File: src/pkg/sysctl_regs.svh
// Purpose: Register offsets, reset values and clock constants of the system controller
// Assumes: Included by bare name from the package and design files
// Notes:   Definitions only
`ifndef SYSCTL_REGS_SVH
`define SYSCTL_REGS_SVH

// ----------------------------------------------------------------------------
// Register map
// ----------------------------------------------------------------------------
`define SYSCTL_ADR_W          4
`define SYSCTL_OFS_SYSTEM     4'h0
`define SYSCTL_OFS_FLAGS      4'h4
`define SYSCTL_LANE_LO        0
`define SYSCTL_LANE_HI        1
`define SYSCTL_WORD_LSB       2'h0

// ----------------------------------------------------------------------------
// Reset values
// ----------------------------------------------------------------------------
`define SYSCTL_AVDD_RESET     5'h03
`define SYSCTL_IOVDD_RESET    5'h00
`define SYSCTL_CVDD_RESET     5'h0C
`define SYSCTL_HALVE_RESET    1'h0
`define SYSCTL_FLAGS_RESET    16'h0000
`define SYSCTL_RDATA_ZERO     32'h0000_0000
`define SYSCTL_HALF_ZERO      16'h0000

// ----------------------------------------------------------------------------
// Clock division
// ----------------------------------------------------------------------------
`define SYSCTL_DIV_W          9
`define SYSCTL_DIV_ZERO       9'h000
`define SYSCTL_DIV_ONE        9'h001
`define SYSCTL_LIM_NONE       9'h000
`define SYSCTL_LIM_HALVE      9'h001
`define SYSCTL_LIM_SLOW       9'h0FF
`define SYSCTL_LIM_BOTH       9'h1FF

// ----------------------------------------------------------------------------
// Clock multiplier
// ----------------------------------------------------------------------------
`define SYSCTL_PLL_RATE_OFF   4'h0
`define SYSCTL_PLL_MULT_ONE   5'h01

`endif

File: src/pkg/sysctl_pkg.sv
// Purpose: Types shared by the system controller files
// Assumes: Register constants come from sysctl_regs.svh
// Notes:   Field order of the structs is the register bit order, msb first
`default_nettype none
`include "sysctl_regs.svh"

package sysctl_pkg;

  // --------------------------------------------------------------------------
  // Register layouts
  // --------------------------------------------------------------------------
  typedef struct packed {
    logic       clock_halve_sel;
    logic [4:0] analog_supply_code;
    logic [4:0] io_supply_code;
    logic [4:0] core_supply_code;
  } sys_reg_t;

  typedef struct packed {
    logic slow_clock_sel;
    logic dminus_out_level;
    logic dplus_out_level;
    logic usb_pins_direct_drive;
    logic ref_pin_overload_flag;
    logic ref_pin_protect_off;
    logic dplus_level;
    logic dminus_level;
    logic usb_receiver_on;
    logic dplus_pullup_on;
    logic regulator_input_low;
    logic power_button_level;
    logic analog_driver_off;
    logic analog_bias_off;
    logic regulator_load_strobe;
    logic regulator_off;
  } flags_reg_t;

  typedef struct packed {
    logic        cyc;
    logic        stb;
    logic        we;
    logic [3:0]  adr;
    logic [3:0]  sel;
    logic [31:0] dat;
  } wb_req_t;

  typedef enum logic [1:0] {
    BUS_IDLE = 2'b00,
    BUS_ACK  = 2'b01
  } bus_state_t;

endpackage : sysctl_pkg
`default_nettype wire

File: src/hdl/sysctl_clock_divider.sv
// Purpose: Cascaded divide-by-2 and divide-by-256 of the crystal rate
// Assumes: One core clock cycle stands for one crystal period
// Notes:   Output is a one-cycle tick per divided period
`default_nettype none
`timescale 1ns/100ps
`include "sysctl_regs.svh"

module sysctl_clock_divider (
  input  wire logic i_clk,    // Core clock
  input  wire logic i_rst_n,  // Synchronous reset, active low
  input  wire logic i_halve,  // Divide by 2
  input  wire logic i_slow,   // Divide by 256
  output logic      o_tick    // Divided clock tick
);

  logic [`SYSCTL_DIV_W-1:0] cnt_q;
  logic [`SYSCTL_DIV_W-1:0] limit;
  logic [1:0]               cfg_q;
  logic                     cfg_chg;

  // --------------------------------------------------------------------------
  // Divider
  // --------------------------------------------------------------------------
  always_comb begin
    case ({i_halve, i_slow})
      2'b00:   limit = `SYSCTL_LIM_NONE;
      2'b10:   limit = `SYSCTL_LIM_HALVE;
      2'b01:   limit = `SYSCTL_LIM_SLOW;
      default: limit = `SYSCTL_LIM_BOTH;
    endcase
  end

  assign cfg_chg = ({i_halve, i_slow} != cfg_q);

  always_ff @(posedge i_clk) begin
    if (!i_rst_n) begin
      cfg_q <= 2'h0;
    end else begin
      cfg_q <= {i_halve, i_slow};
    end
  end

  // Restart on a change so no stretched period mixes two ratios
  always_ff @(posedge i_clk) begin
    if (!i_rst_n || cfg_chg || (cnt_q == limit)) begin
      cnt_q <= `SYSCTL_DIV_ZERO;
    end else begin
      cnt_q <= cnt_q + `SYSCTL_DIV_ONE;
    end
  end

  always_ff @(posedge i_clk) begin
    if (!i_rst_n) begin
      o_tick <= 1'b0;
    end else begin
      o_tick <= !cfg_chg && (cnt_q == limit);
    end
  end

  // --------------------------------------------------------------------------
  // Checks
  // --------------------------------------------------------------------------
  logic [`SYSCTL_DIV_W-1:0] gap_q;
  logic                     armed_q;

  always_ff @(posedge i_clk) begin
    if (!i_rst_n || o_tick) begin
      gap_q <= `SYSCTL_DIV_ZERO;
    end else begin
      gap_q <= gap_q + `SYSCTL_DIV_ONE;
    end
  end

  always_ff @(posedge i_clk) begin
    if (!i_rst_n || cfg_chg) begin
      armed_q <= 1'b0;
    end else if (o_tick) begin
      armed_q <= 1'b1;
    end
  end
endmodule : sysctl_clock_divider
`default_nettype wire

File: src/hdl/system_clock_power_controller.sv
// Purpose: System controller: regulator codes, clock dividers, USB pin and power flags
// Assumes: Classic Wishbone slave, 32-bit data, 16-bit registers in low bits
// Notes:   Live pin levels are sampled when a read is accepted
//
// How it works
// - System register holds halve bit, three codes
// - Halve bit divides the clock by two
// - Reset codes pick 2.6 V, 1.8 V, 1.8 V
// - Direct drive puts level bits on D+/D-
// - Overload sets flag unless protection off; a set flag disconnects buffer
// - D+ and D- live levels readable
// - Bits enable USB receiver and D+ pull-up
// - Regulator-low and power button read live
// - Bits power down drivers and analog bias
// - Load bit applies codes, off bit shuts regulator
// - Both dividers together divide by 512
// - Halving also scales the PLL input
// - Multiplier is rate field plus one
`default_nettype none
`timescale 1ns/100ps
`include "sysctl_regs.svh"

module system_clock_power_controller (
  input  wire logic        I_CORE_CLK,             // Core clock, 10 MHz
  input  wire logic        I_RESETN,               // Synchronous reset, active low
  input  wire logic        I_WB_CYC,               // Wishbone cycle
  input  wire logic        I_WB_STB,               // Wishbone strobe
  input  wire logic        I_WB_WE,                // Wishbone write enable
  input  wire logic [3:0]  I_WB_ADR,               // Wishbone byte address
  input  wire logic [3:0]  I_WB_SEL,               // Wishbone byte enables
  input  wire logic [31:0] I_WB_DAT,               // Wishbone write data
  output logic      [31:0] O_WB_DAT,               // Wishbone read data
  output logic             O_WB_ACK,               // Wishbone acknowledge
  input  wire logic        I_DPLUS_IN,             // D+ pin level
  input  wire logic        I_DMINUS_IN,            // D- pin level
  output logic             O_DPLUS_OUT,            // D+ drive level
  output logic             O_DPLUS_OE,             // D+ drive enable
  output logic             O_DMINUS_OUT,           // D- drive level
  output logic             O_DMINUS_OE,            // D- drive enable
  output logic             O_DPLUS_PULLUP_ON,      // D+ 1.5k pull-up on
  output logic             O_USB_RECEIVER_ON,      // Differential receiver on
  input  wire logic        I_REF_PIN_OVERLOAD,     // Reference pin overload sense
  output logic             O_REF_BUFFER_ON,        // Reference buffer connected
  input  wire logic        I_REGULATOR_INPUT_LOW,  // Regulator input too low
  input  wire logic        I_POWER_BUTTON,         // Power button level
  output logic             O_ANALOG_DRIVER_OFF,    // Output drivers powered down
  output logic             O_ANALOG_BIAS_OFF,      // Analog bias powered down
  output logic             O_REGULATOR_OFF,        // Regulator shut down
  output logic      [4:0]  O_ANALOG_SUPPLY_CODE,   // Applied analog/USB code
  output logic      [4:0]  O_IO_SUPPLY_CODE,       // Applied I/O code
  output logic      [4:0]  O_CORE_SUPPLY_CODE,     // Applied core code
  input  wire logic [3:0]  I_PLL_RATECTL,          // PLL rate control field
  output logic      [4:0]  O_PLL_MULT,             // PLL multiplier
  output logic             O_VCO_ON,               // Oscillator powered
  output logic             O_DIVIDED_TICK          // Clock tick to PLL and analog
);

  // --------------------------------------------------------------------------
  // Bus request
  // --------------------------------------------------------------------------
  sysctl_pkg::wb_req_t    req;
  sysctl_pkg::bus_state_t state_q;
  sysctl_pkg::sys_reg_t   sys_q;
  sysctl_pkg::sys_reg_t   applied_q;
  sysctl_pkg::flags_reg_t flags_q;
  sysctl_pkg::flags_reg_t flags_wr;
  sysctl_pkg::flags_reg_t flags_rd;
  logic                   access;
  logic                   commit_wr;
  logic                   hit_sys;
  logic                   hit_flags;
  logic                   wr_sys;
  logic                   wr_flags;
  logic                   load_rise;
  logic                   ovl_set;
  logic                   flag_d;
  logic [31:0]            rdata_d;

  assign req = {I_WB_CYC, I_WB_STB, I_WB_WE, I_WB_ADR, I_WB_SEL, I_WB_DAT};
  assign access = req.cyc && req.stb;

  function automatic logic [15:0] merge16(input logic [15:0] old_v,
                                          input logic [15:0] new_v,
                                          input logic [3:0]  sel);
    logic [15:0] res;
    res = old_v;
    if (sel[`SYSCTL_LANE_LO]) begin
      res[7:0] = new_v[7:0];
    end
    if (sel[`SYSCTL_LANE_HI]) begin
      res[15:8] = new_v[15:8];
    end
    return res;
  endfunction : merge16

  always_comb begin
    hit_sys   = 1'b0;
    hit_flags = 1'b0;
    if (req.adr[1:0] != `SYSCTL_WORD_LSB) begin
      hit_sys = 1'b0;
    end else if (req.adr == `SYSCTL_OFS_SYSTEM) begin
      hit_sys = 1'b1;
    end else if (req.adr == `SYSCTL_OFS_FLAGS) begin
      hit_flags = 1'b1;
    end
  end

  // --------------------------------------------------------------------------
  // Bus handshake
  // --------------------------------------------------------------------------
  // One wait state; a write lands on the edge where the master sees ack
  always_ff @(posedge I_CORE_CLK) begin
    if (!I_RESETN) begin
      state_q <= sysctl_pkg::BUS_IDLE;
    end else begin
      case (state_q)
        sysctl_pkg::BUS_IDLE: begin
          if (access) begin
            state_q <= sysctl_pkg::BUS_ACK;
          end
        end
        default: begin
          state_q <= sysctl_pkg::BUS_IDLE;
        end
      endcase
    end
  end

  always_ff @(posedge I_CORE_CLK) begin
    if (!I_RESETN) begin
      O_WB_ACK <= 1'b0;
    end else begin
      O_WB_ACK <= (state_q == sysctl_pkg::BUS_IDLE) && access;
    end
  end

  assign commit_wr = (state_q == sysctl_pkg::BUS_ACK) && access && req.we;
  assign wr_sys    = commit_wr && hit_sys;
  assign wr_flags  = commit_wr && hit_flags;
  assign flags_wr  = merge16(flags_q, req.dat[15:0], req.sel);

  // --------------------------------------------------------------------------
  // Read data
  // --------------------------------------------------------------------------
  always_comb begin
    flags_rd                     = flags_q;
    flags_rd.dplus_level         = I_DPLUS_IN;
    flags_rd.dminus_level        = I_DMINUS_IN;
    flags_rd.regulator_input_low = I_REGULATOR_INPUT_LOW;
    flags_rd.power_button_level  = I_POWER_BUTTON;
    rdata_d = `SYSCTL_RDATA_ZERO;
    if (hit_sys) begin
      rdata_d = {`SYSCTL_HALF_ZERO, sys_q};
    end else if (hit_flags) begin
      rdata_d = {`SYSCTL_HALF_ZERO, flags_rd};
    end
  end

  // Unmapped words answer with zero data rather than stall the bus
  always_ff @(posedge I_CORE_CLK) begin
    if (!I_RESETN) begin
      O_WB_DAT <= `SYSCTL_RDATA_ZERO;
    end else if ((state_q == sysctl_pkg::BUS_IDLE) && access && !req.we) begin
      O_WB_DAT <= rdata_d;
    end else begin
      O_WB_DAT <= `SYSCTL_RDATA_ZERO;
    end
  end

  // --------------------------------------------------------------------------
  // System register and regulator
  // --------------------------------------------------------------------------
  always_ff @(posedge I_CORE_CLK) begin
    if (!I_RESETN) begin
      sys_q <= {`SYSCTL_HALVE_RESET, `SYSCTL_AVDD_RESET,
                `SYSCTL_IOVDD_RESET, `SYSCTL_CVDD_RESET};
    end else if (wr_sys) begin
      sys_q <= merge16(sys_q, req.dat[15:0], req.sel);
    end
  end

  assign load_rise = wr_flags && flags_wr.regulator_load_strobe
                     && !flags_q.regulator_load_strobe;

  // Codes only reach the regulator on a load edge, so half-written values never glitch it
  always_ff @(posedge I_CORE_CLK) begin
    if (!I_RESETN) begin
      applied_q <= {`SYSCTL_HALVE_RESET, `SYSCTL_AVDD_RESET,
                    `SYSCTL_IOVDD_RESET, `SYSCTL_CVDD_RESET};
    end else if (load_rise) begin
      applied_q <= sys_q;
    end
  end

  assign O_ANALOG_SUPPLY_CODE = applied_q.analog_supply_code;
  assign O_IO_SUPPLY_CODE     = applied_q.io_supply_code;
  assign O_CORE_SUPPLY_CODE   = applied_q.core_supply_code;

  // --------------------------------------------------------------------------
  // Flags register
  // --------------------------------------------------------------------------
  assign ovl_set = I_REF_PIN_OVERLOAD && !flags_q.ref_pin_protect_off;
  // Overload set wins over a clearing write in the same cycle
  assign flag_d  = ovl_set || (flags_q.ref_pin_overload_flag
                   && !(wr_flags && !flags_wr.ref_pin_overload_flag));

  always_ff @(posedge I_CORE_CLK) begin
    if (!I_RESETN) begin
      flags_q <= `SYSCTL_FLAGS_RESET;
    end else begin
      if (wr_flags) begin
        flags_q <= flags_wr;
      end
      flags_q.ref_pin_overload_flag <= flag_d;
      flags_q.dplus_level           <= 1'b0;
      flags_q.dminus_level          <= 1'b0;
      flags_q.regulator_input_low   <= 1'b0;
      flags_q.power_button_level    <= 1'b0;
    end
  end

  always_ff @(posedge I_CORE_CLK) begin
    if (!I_RESETN) begin
      O_REF_BUFFER_ON <= 1'b1;
    end else begin
      O_REF_BUFFER_ON <= !flag_d;
    end
  end

  assign O_DPLUS_OUT         = flags_q.dplus_out_level;
  assign O_DMINUS_OUT        = flags_q.dminus_out_level;
  assign O_DPLUS_OE          = flags_q.usb_pins_direct_drive;
  assign O_DMINUS_OE         = flags_q.usb_pins_direct_drive;
  assign O_USB_RECEIVER_ON   = flags_q.usb_receiver_on;
  assign O_DPLUS_PULLUP_ON   = flags_q.dplus_pullup_on;
  assign O_ANALOG_DRIVER_OFF = flags_q.analog_driver_off;
  assign O_ANALOG_BIAS_OFF   = flags_q.analog_bias_off;
  assign O_REGULATOR_OFF     = flags_q.regulator_off;

  // --------------------------------------------------------------------------
  // Clock path
  // --------------------------------------------------------------------------
  // One tick feeds both the PLL input and the analog block
  sysctl_clock_divider u_divider (
    .i_clk   (I_CORE_CLK),
    .i_rst_n (I_RESETN),
    .i_halve (sys_q.clock_halve_sel),
    .i_slow  (flags_q.slow_clock_sel),
    .o_tick  (O_DIVIDED_TICK)
  );

  always_ff @(posedge I_CORE_CLK) begin
    if (!I_RESETN) begin
      O_PLL_MULT <= `SYSCTL_PLL_MULT_ONE;
      O_VCO_ON   <= 1'b0;
    end else begin
      O_PLL_MULT <= {1'b0, I_PLL_RATECTL} + `SYSCTL_PLL_MULT_ONE;
      O_VCO_ON   <= (I_PLL_RATECTL != `SYSCTL_PLL_RATE_OFF);
    end
  end
endmodule : system_clock_power_controller
`default_nettype wire

File: config.mk
export PLATFORM = sky130hd
export DESIGN_NAME = system_clock_power_controller
export DESIGN_NICKNAME = d
export VERILOG_FILES = /design/src/pkg/sysctl_pkg.sv /design/src/hdl/sysctl_clock_divider.sv /design/src/hdl/system_clock_power_controller.sv
export VERILOG_INCLUDE_DIRS = /design/src /design/src/pkg
export SDC_FILE = /design/constraint.sdc
export NUM_CORES = 1
export LEC_CHECK = 0
export ABC_AREA = 1
export BUFFER_PORTS_ARGS = -buffer_cell sky130_fd_sc_hd__buf_2
export CELL_PAD_IN_SITES_DETAIL_PLACEMENT = 1
export CELL_PAD_IN_SITES_GLOBAL_PLACEMENT = 1
export CORE_MARGIN = 5
export CORE_UTILIZATION = 37
export DETAILED_ROUTE_END_ITERATION = 10
export PLACE_DENSITY = 0.86
export SLEW_MARGIN = 0
export SYNTH_ARGS = -nofsm -noshare
export SYNTH_HDL_FRONTEND = slang
export SYNTH_SLANG_ARGS = --single-unit
File: constraint.sdc
create_clock -name I_CORE_CLK -period 2.35 [get_ports I_CORE_CLK]
set_clock_uncertainty 0.1 [all_clocks]
set_input_delay 0.235 -clock I_CORE_CLK [delete_from_list [all_inputs] [get_ports I_CORE_CLK]]
set_output_delay 0.235 -clock I_CORE_CLK [all_outputs]
set_load 0.01 [all_outputs]
==> out/qor.csv, run 1 <==
metric;value;unit
I/O Buffers;84;
gpl congestion;0.822;
RSZ-0062 raised after global routing;false;
hold path startpoint;I_WB_DAT[11];
length of the first detailed-routing pass in iterations;4;
DRC errors left;0;
clock latency on the worst-skew pair;350;ps
Slew HR;57.5;%
top-count cell post-synth;nand2_1;
Seq/Total Area, Yosys;49.0;%
synth top area cells;dfxtp_1 49%, nand2_1 15%, nor2_1 7.6%;
postcts setup bufs;0;
CP endpoint kind;flop;
slew of the pin with the lowest slew margin;637;ps
ys flop type;dfxtp_1;
final worst path period share;69.9;%
Nets;579;
initial drt markers;76;
Slew Limit Fails;0;
setup ws final;708;ps
Avg Cell Area, Syn;7.48;µm²
setup TNS;0;ps
worst-path maximum fanout;26;
max-cap violation count;0;
Clock Pin Slew Worst Setup and Hold Paths;90;ps
FMAX;609;MHz
initial antenna violation count;0;
Yosys cell types;26;
first-pass GRT wire length;15.1;mm
P&R area growth vs syn;19.4;%
Yosys reg bits;80;
via count;3004;
FF-to-FF Start;state_q[0];
H-tree depth;3;
CTS Buffer Depth;2;
PwrDens;626;nW/µm²
Post-synth top cells;134 x nand2_1, 80 x dfxtp_1, 66 x nor2_1;
Final ANT Viol Nets;0;
Final Setup Violations;0;
Pleak;0.00187;µW
min-delay worst type;primary input to flop;
mapped cell area;3270;µm²
R2R depth;5;
Syn Inst Count;437;
number of flops mapped to enable cells by yosys;0;
reg-to-reg slack, setup;710;ps
root buffer cell;clkbuf_8;
Endpoint, Worst Hold;sys_q[11];
min Tclk post-route;1640;ps
area of the die;10800;µm²
num rows;34;
post-synth top area cell;dfxtp_1;
dpl ws;546;ps
critical path type;flop to flop;
Required @ worst endpoint;2480;ps
WL/cell;14.1;µm
fraction of layout cells with a size suffix above 1;21.4;%
hold slack;15.6;ps
largest net degree at the start of global routing;37;
number of buffers created by CTS;9;
clock sinks;80;
Total GRT Usage;17.0;%
VDD IR max;0.000265;V
grt total ovfl;0;
routed wire length;8.96;mm
outcome;finished, final reports clean;
dpl hpwl;6.68;mm
Hold Vio Cnt, Final;0;
WHS Path Cells;3;
r2r endpoint;O_ANALOG_SUPPLY_CODE[2];
Vias/cell;4.72;
Die H;104;µm
Synth top area share;49.0;%
Startpoint Class;flop;
Core ar.;8680;µm²
initial core utilization;37.7;%
vias in the first global route;3159;
Yosys warnings;0;
I/O pins;119;
Critical Path AT;1780;ps
ys async rst share;0;%
TritonCTS clock tree;built;
die width;104;µm
fin util;45.0;%
-- placed cells by master (no fill, tap or decap) --
| master | count |
|---|---|
| nand4_1 | 5 |
| dlygate4sd3_1 | 1 |
| ha_1 | 3 |
| nand2_1 | 134 |
| nor2b_1 | 1 |
| o21bai_1 | 1 |
| or2_2 | 1 |
| and2_1 | 1 |
| buf_2 | 84 |
| clkinv_2 | 1 |
| conb_1 | 16 |
| clkinv_4 | 2 |
| nor3_4 | 1 |
| inv_2 | 2 |
| nor2_1 | 66 |
| buf_4 | 4 |
| clkbuf_1 | 1 |
| xnor2_1 | 2 |
| dfxtp_1 | 80 |
| o21ai_0 | 14 |
| nor2_4 | 5 |
| inv_6 | 2 |
| xor2_1 | 6 |
| nand3b_1 | 1 |
| clkbuf_8 | 10 |
| nor3_1 | 4 |
| nand4_4 | 1 |
| inv_1 | 32 |
| a21oi_1 | 31 |
| nand3_1 | 15 |
| diode_2 | 1 |
-- power by group --
| part | total [µW] | internal (µW) | switching, µW |
|---|---|---|---|
| clock network | 945 | 423 | 523 |
| registers | 1370 | 1370 | 4.23 |
| logic | 128 | 44.0 | 84.4 |
-- final cells by class --
class | instances | area [µm²]
Inverter | 34 | 128
Clock buffer | 11 | 141
Tap cell | 108 | 135
Sequential cell | 80 | 1600
Timing Repair Buffer | 89 | 460
Fill cell | 1138 | 4770
Antenna cell | 1 | 2.50
Clock inverter | 5 | 40.0
Multi-Input combinational cell | 308 | 1400
-- cells by family (layout without fill, tap and decap cells) --
| group | after synthesis | after routing | share of synthesized area [%] |
|---|---|---|---|
| simple gates | 235 | 235 | 30.5 |
| flops | 80 | 80 | 49.0 |
| buf+inv | 64 | 139 | 10.0 |
| compound gates | 46 | 46 | 7.12 |
| xor+xnor | 8 | 8 | 2.14 |
| fa+ha+maj | 3 | 3 | 1.15 |
| other cells | 1 | 17 | 0.115 |
-- worst max path at each step --
stage          slack, ps  cells after the start                      end         from
2_1_floorplan       1040                      6  O_ANALOG_SUPPLY_CODE[0]   state_q[0]
3_3_place_gp         590                      7                 sys_q[5]  I_WB_ADR[1]
3_5_place_dp         550                      7                 sys_q[6]  I_WB_ADR[1]
4_1_cts              690                      5  O_ANALOG_SUPPLY_CODE[2]   state_q[0]
5_1_grt              560                      5  O_ANALOG_SUPPLY_CODE[3]   state_q[0]
6_report             710                      5  O_ANALOG_SUPPLY_CODE[2]   state_q[0]
-- per-stage QoR --
step / instance area (µm²) / total power (µW) / cells
after floorplan: 3330 / 1490 / 452
after global routing: 3900 / 2560 / 635
after detailed placement: 3710 / 1530 / 618
after global placement: 3710 / 1530 / 618
after CTS: 3900 / 2480 / 635
final: 3910 / 2440 / 636
-- repair_timing --
item / in CTS / in global routing
resized for setup: 0 / 0
hold buffers: 1 / 0
hold endpoints to repair: 1 / 0
-- per-layer routing --
layer  up-vias  part of all wire (%)  global-route usage, %
li1       1501                     -                      -
met1      1411                    41                   20.3
met2        79                    51                   29.4
met3        13                   6.1                   4.66
met4         0                   1.6                   5.74
met5         -                     0                      0
-- sequential cells by signal, indices dropped and copies added, names as in the netlist --
name,flops
O_WB_DAT,16
sys_q,16
u_divider.cnt_q,9
O_ANALOG_SUPPLY_CODE,5
O_CORE_SUPPLY_CODE,5
O_IO_SUPPLY_CODE,5
O_PLL_MULT,5
flags_q,4
u_divider.cfg_q,2
O_ANALOG_BIAS_OFF,1
O_ANALOG_DRIVER_OFF,1
O_DMINUS_OE,1
O_DMINUS_OUT,1
O_DPLUS_OUT,1
O_DPLUS_PULLUP_ON,1
O_REF_BUFFER_ON,1
O_REGULATOR_OFF,1
O_USB_RECEIVER_ON,1
O_VCO_ON,1
O_WB_ACK,1
state_q,1
u_divider.o_tick,1
-- critical path, stage by stage (launching register included) --
cell     delay (ps)
dfxtp_1         400
nand2_1         110
nor2_4          190
nand4_4         360
nor2_1          280
nor2_1           70
Note: power is estimated with default switching activity, not from simulation.
==> run 2, diff against run 1 <==
--- a/config.mk
+++ b/config.mk
@@ -11,9 +11,9 @@
 export CELL_PAD_IN_SITES_DETAIL_PLACEMENT = 1
 export CELL_PAD_IN_SITES_GLOBAL_PLACEMENT = 1
 export CORE_MARGIN = 5
-export CORE_UTILIZATION = 37
+export CORE_UTILIZATION = 31
 export DETAILED_ROUTE_END_ITERATION = 10
-export PLACE_DENSITY = 0.86
+export PLACE_DENSITY = 0.77
 export SLEW_MARGIN = 0
 export SYNTH_ARGS = -nofsm -noshare
 export SYNTH_HDL_FRONTEND = slang
==> constraint.sdc (replaced) <==
create_clock -name I_CORE_CLK -period 1.5 [get_ports I_CORE_CLK]
set_clock_uncertainty 0.1 [all_clocks]
set_input_delay 0.15 -clock I_CORE_CLK [delete_from_list [all_inputs] [get_ports I_CORE_CLK]]
set_output_delay 0.15 -clock I_CORE_CLK [all_outputs]
set_load 0.01 [all_outputs]
==> out/qor.csv, run 2 (synthesis results as in run 1) <==
metric;value;unit;change
Critical Path AT;1630;ps;-150 ps
gpl congestion;0.737;;-10%
H-tree depth;3;;unchanged
Required @ worst endpoint;1690;ps;-790 ps
PwrDens;973;nW/µm²;+55%
die width;113;µm;+8.4%
min Tclk post-route;1440;ps;-201 ps
design area;4320;µm²;+11%
fin util;41.9;%;-3.1 points
setup ws final;58.7;ps;-649 ps
Final ANT Viol Nets;0;;unchanged
FMAX;694;MHz;+14%
max-cap violation count;0;;unchanged
root buffer cell;clkbuf_8;;
dpl cells;653;;+5.7%
commonest non-fill, non-tap cell in the layout;nand2_1;;
length of the first detailed-routing pass in iterations;4;;unchanged
initial drt markers;96;;+26%
Startpoint Class;flop;;
clock sinks;80;;unchanged
I/O Buffers;84;;unchanged
Core ar.;10300;µm²;+19%
VDD IR max;0.000431;V;+63%
antenna cells;0;;-1
final worst path period share;96.1;%;+26 points
area of the die;12700;µm²;+17%
num rows;37;;+8.8%
switching share of total power;23.1;%;-1.9 points
r2r endpoint;sys_q[6];;
WHS Path Cells;3;;unchanged
first-pass GRT wire length;15.9;mm;+5.5%
Final Setup Violations;0;;unchanged
initial core utilization;31.7;%;-6.0 points
Hold Vio Cnt, Final;0;;unchanged
R2R depth;6;;+1
Endpoint, Worst Hold;O_PLL_MULT[3];;
worst-path maximum fanout;8;;-69%
outcome;finished, final reports clean;;
dpl hpwl;7.07;mm;+5.9%
Post-Layout Cell Count;694;;+9.1%
CTS Buffer Depth;2;;unchanged
vias in the first global route;3207;;+1.5%
PnR Total Power;4200;µW;+72%
CP max stage delay;340;ps;-60 ps
grt total ovfl;0;;unchanged
reg-to-reg slack, setup;60;ps;-650 ps
cell seen most often among critical-path stages;nand2_1;;
I/O pins;119;;unchanged
clock latency on the worst-skew pair;360;ps;about the same
number of buffers created by CTS;9;;unchanged
fraction of layout cells with a size suffix above 1;23.5;%;+2.0 points
Slew Limit Fails;0;;unchanged
via count;3112;;+3.6%
Vias/cell;4.48;;-5.1%
internal power;3230;µW;+76%
FF-to-FF Start;state_q[0];;
Total GRT Usage;15.8;%;-1.3 points
DRC errors left;0;;unchanged
TritonCTS clock tree;built;;
critical path type;flop to flop;;
CP endpoint kind;flop;;
Clock Pin Slew Worst Setup and Hold Paths;80;ps;about the same
hold path startpoint;I_PLL_RATECTL[1];;
Flop pwr share;51.0;%;-5.1 points
CP cell instances;nand2_1 -> nor2_4 -> nand2_1 -> nor2_4 -> nand2_1 -> a21oi_1;;
initial antenna violation count;0;;unchanged
crit path max-delay cell type;dfxtp_1;;
registers with the most flip-flops;O_WB_DAT x16, sys_q x16, u_divider.cnt_q x9;;
RSZ-0062 raised after global routing;true;;
Clk pwr share;42.6;%;+3.9 points
routed wire length;9.75;mm;+8.9%
dpl ws;-62.8;ps;-608 ps
sw power;972;µW;+59%
WL/cell;14.1;µm;-0.22%
P&R area growth vs syn;32.1;%;
Pleak;0.00204;µW;+9.3%
commonest cells after routing, fill and taps aside;130 x nand2_1, 84 x buf_2, 77 x dfxtp_1;;
Die H;113;µm;+8.4%
largest net degree at the start of global routing;37;;unchanged
Nets;610;;+5.4%
min-delay worst type;primary input to flop;;
area of placed instances;3810;µm²;+2.7%
Comb power frac;6.4;%;+1.1 points
==> run 2: cell types whose count changed in the layout (fill, tap and decap cells not counted), moves of 3 or more <==
cell,delta
dlygate4sd3_1,+24
nand2_1,-4
nand2_2,+3
buf_4,+6
dfxtp_1,-3
dfxtp_2,+3
==> run 2: power groups by stage <==
stage	clock, µW	combinational, µW	sequential, µW
global placement	0	208	2190
CTS	1830	265	2140
detailed placement	0	214	2190
floorplan	0	124	2200
global route	1960	296	2150
finish	1790	269	2140
==> run 2: per-stage QoR <==
step,setup TNS [ps],hold slack [ps]
4_1_cts,0,3.44
5_1_grt,-96.2,14.6
2_1_floorplan,0,112
3_5_place_dp,-707,256
6_report,0,20.4
3_3_place_gp,0,254
==> run 2: worst max-delay path by stage <==
stage,start,end,slack (ps),cells after the start
floorplan,state_q[0],O_ANALOG_SUPPLY_CODE[0],190,6
global route,state_q[0],sys_q[8],-30,6
detailed placement,I_WB_ADR[1],sys_q[6],-60,7
finish,state_q[0],sys_q[6],60,6
CTS,u_divider.cnt_q[4],u_divider.cnt_q[0],5,7
global placement,flags_q[15],u_divider.cnt_q[7],0.1,7
==> run 2: critical path, delay by kind of cell, from the launching register on <==
kind / cells / cell delay (ps)
AO/OA/AOI/OAI: 1 / 140
AND/OR/NAND/NOR: 5 / 790
flip-flops: 1 / 340
==> run 2: area by class of cell <==
cell class / instances / area, µm²
fillers: 1322 / 6000
multi-input cells: 308 / 1430
well taps: 136 / 170
inverters: 34 / 128
repair buffers: 120 / 766
clock inverters: 6 / 82.6
clock buffers: 10 / 138
flip-flops and latches: 80 / 1610
==> run 2: repair_timing <==
item,4_1_cts,5_1_grt
hold buffers,25,0
gates resized for setup,2,11
endpoints found under the setup margin,10,24
endpoints found under the hold margin,36,0
setup buffers,0,0
==> run 2: routing by layer <==
layer	share of wire, %	vias up	track usage (%)	routed length, µm
li1	-	1557	-	-
met2	50	75	26.8	4840
met5	0	-	0	0
met3	5.4	17	4.39	531
met1	43	1463	18.8	4150
met4	2.3	0	6.17	227
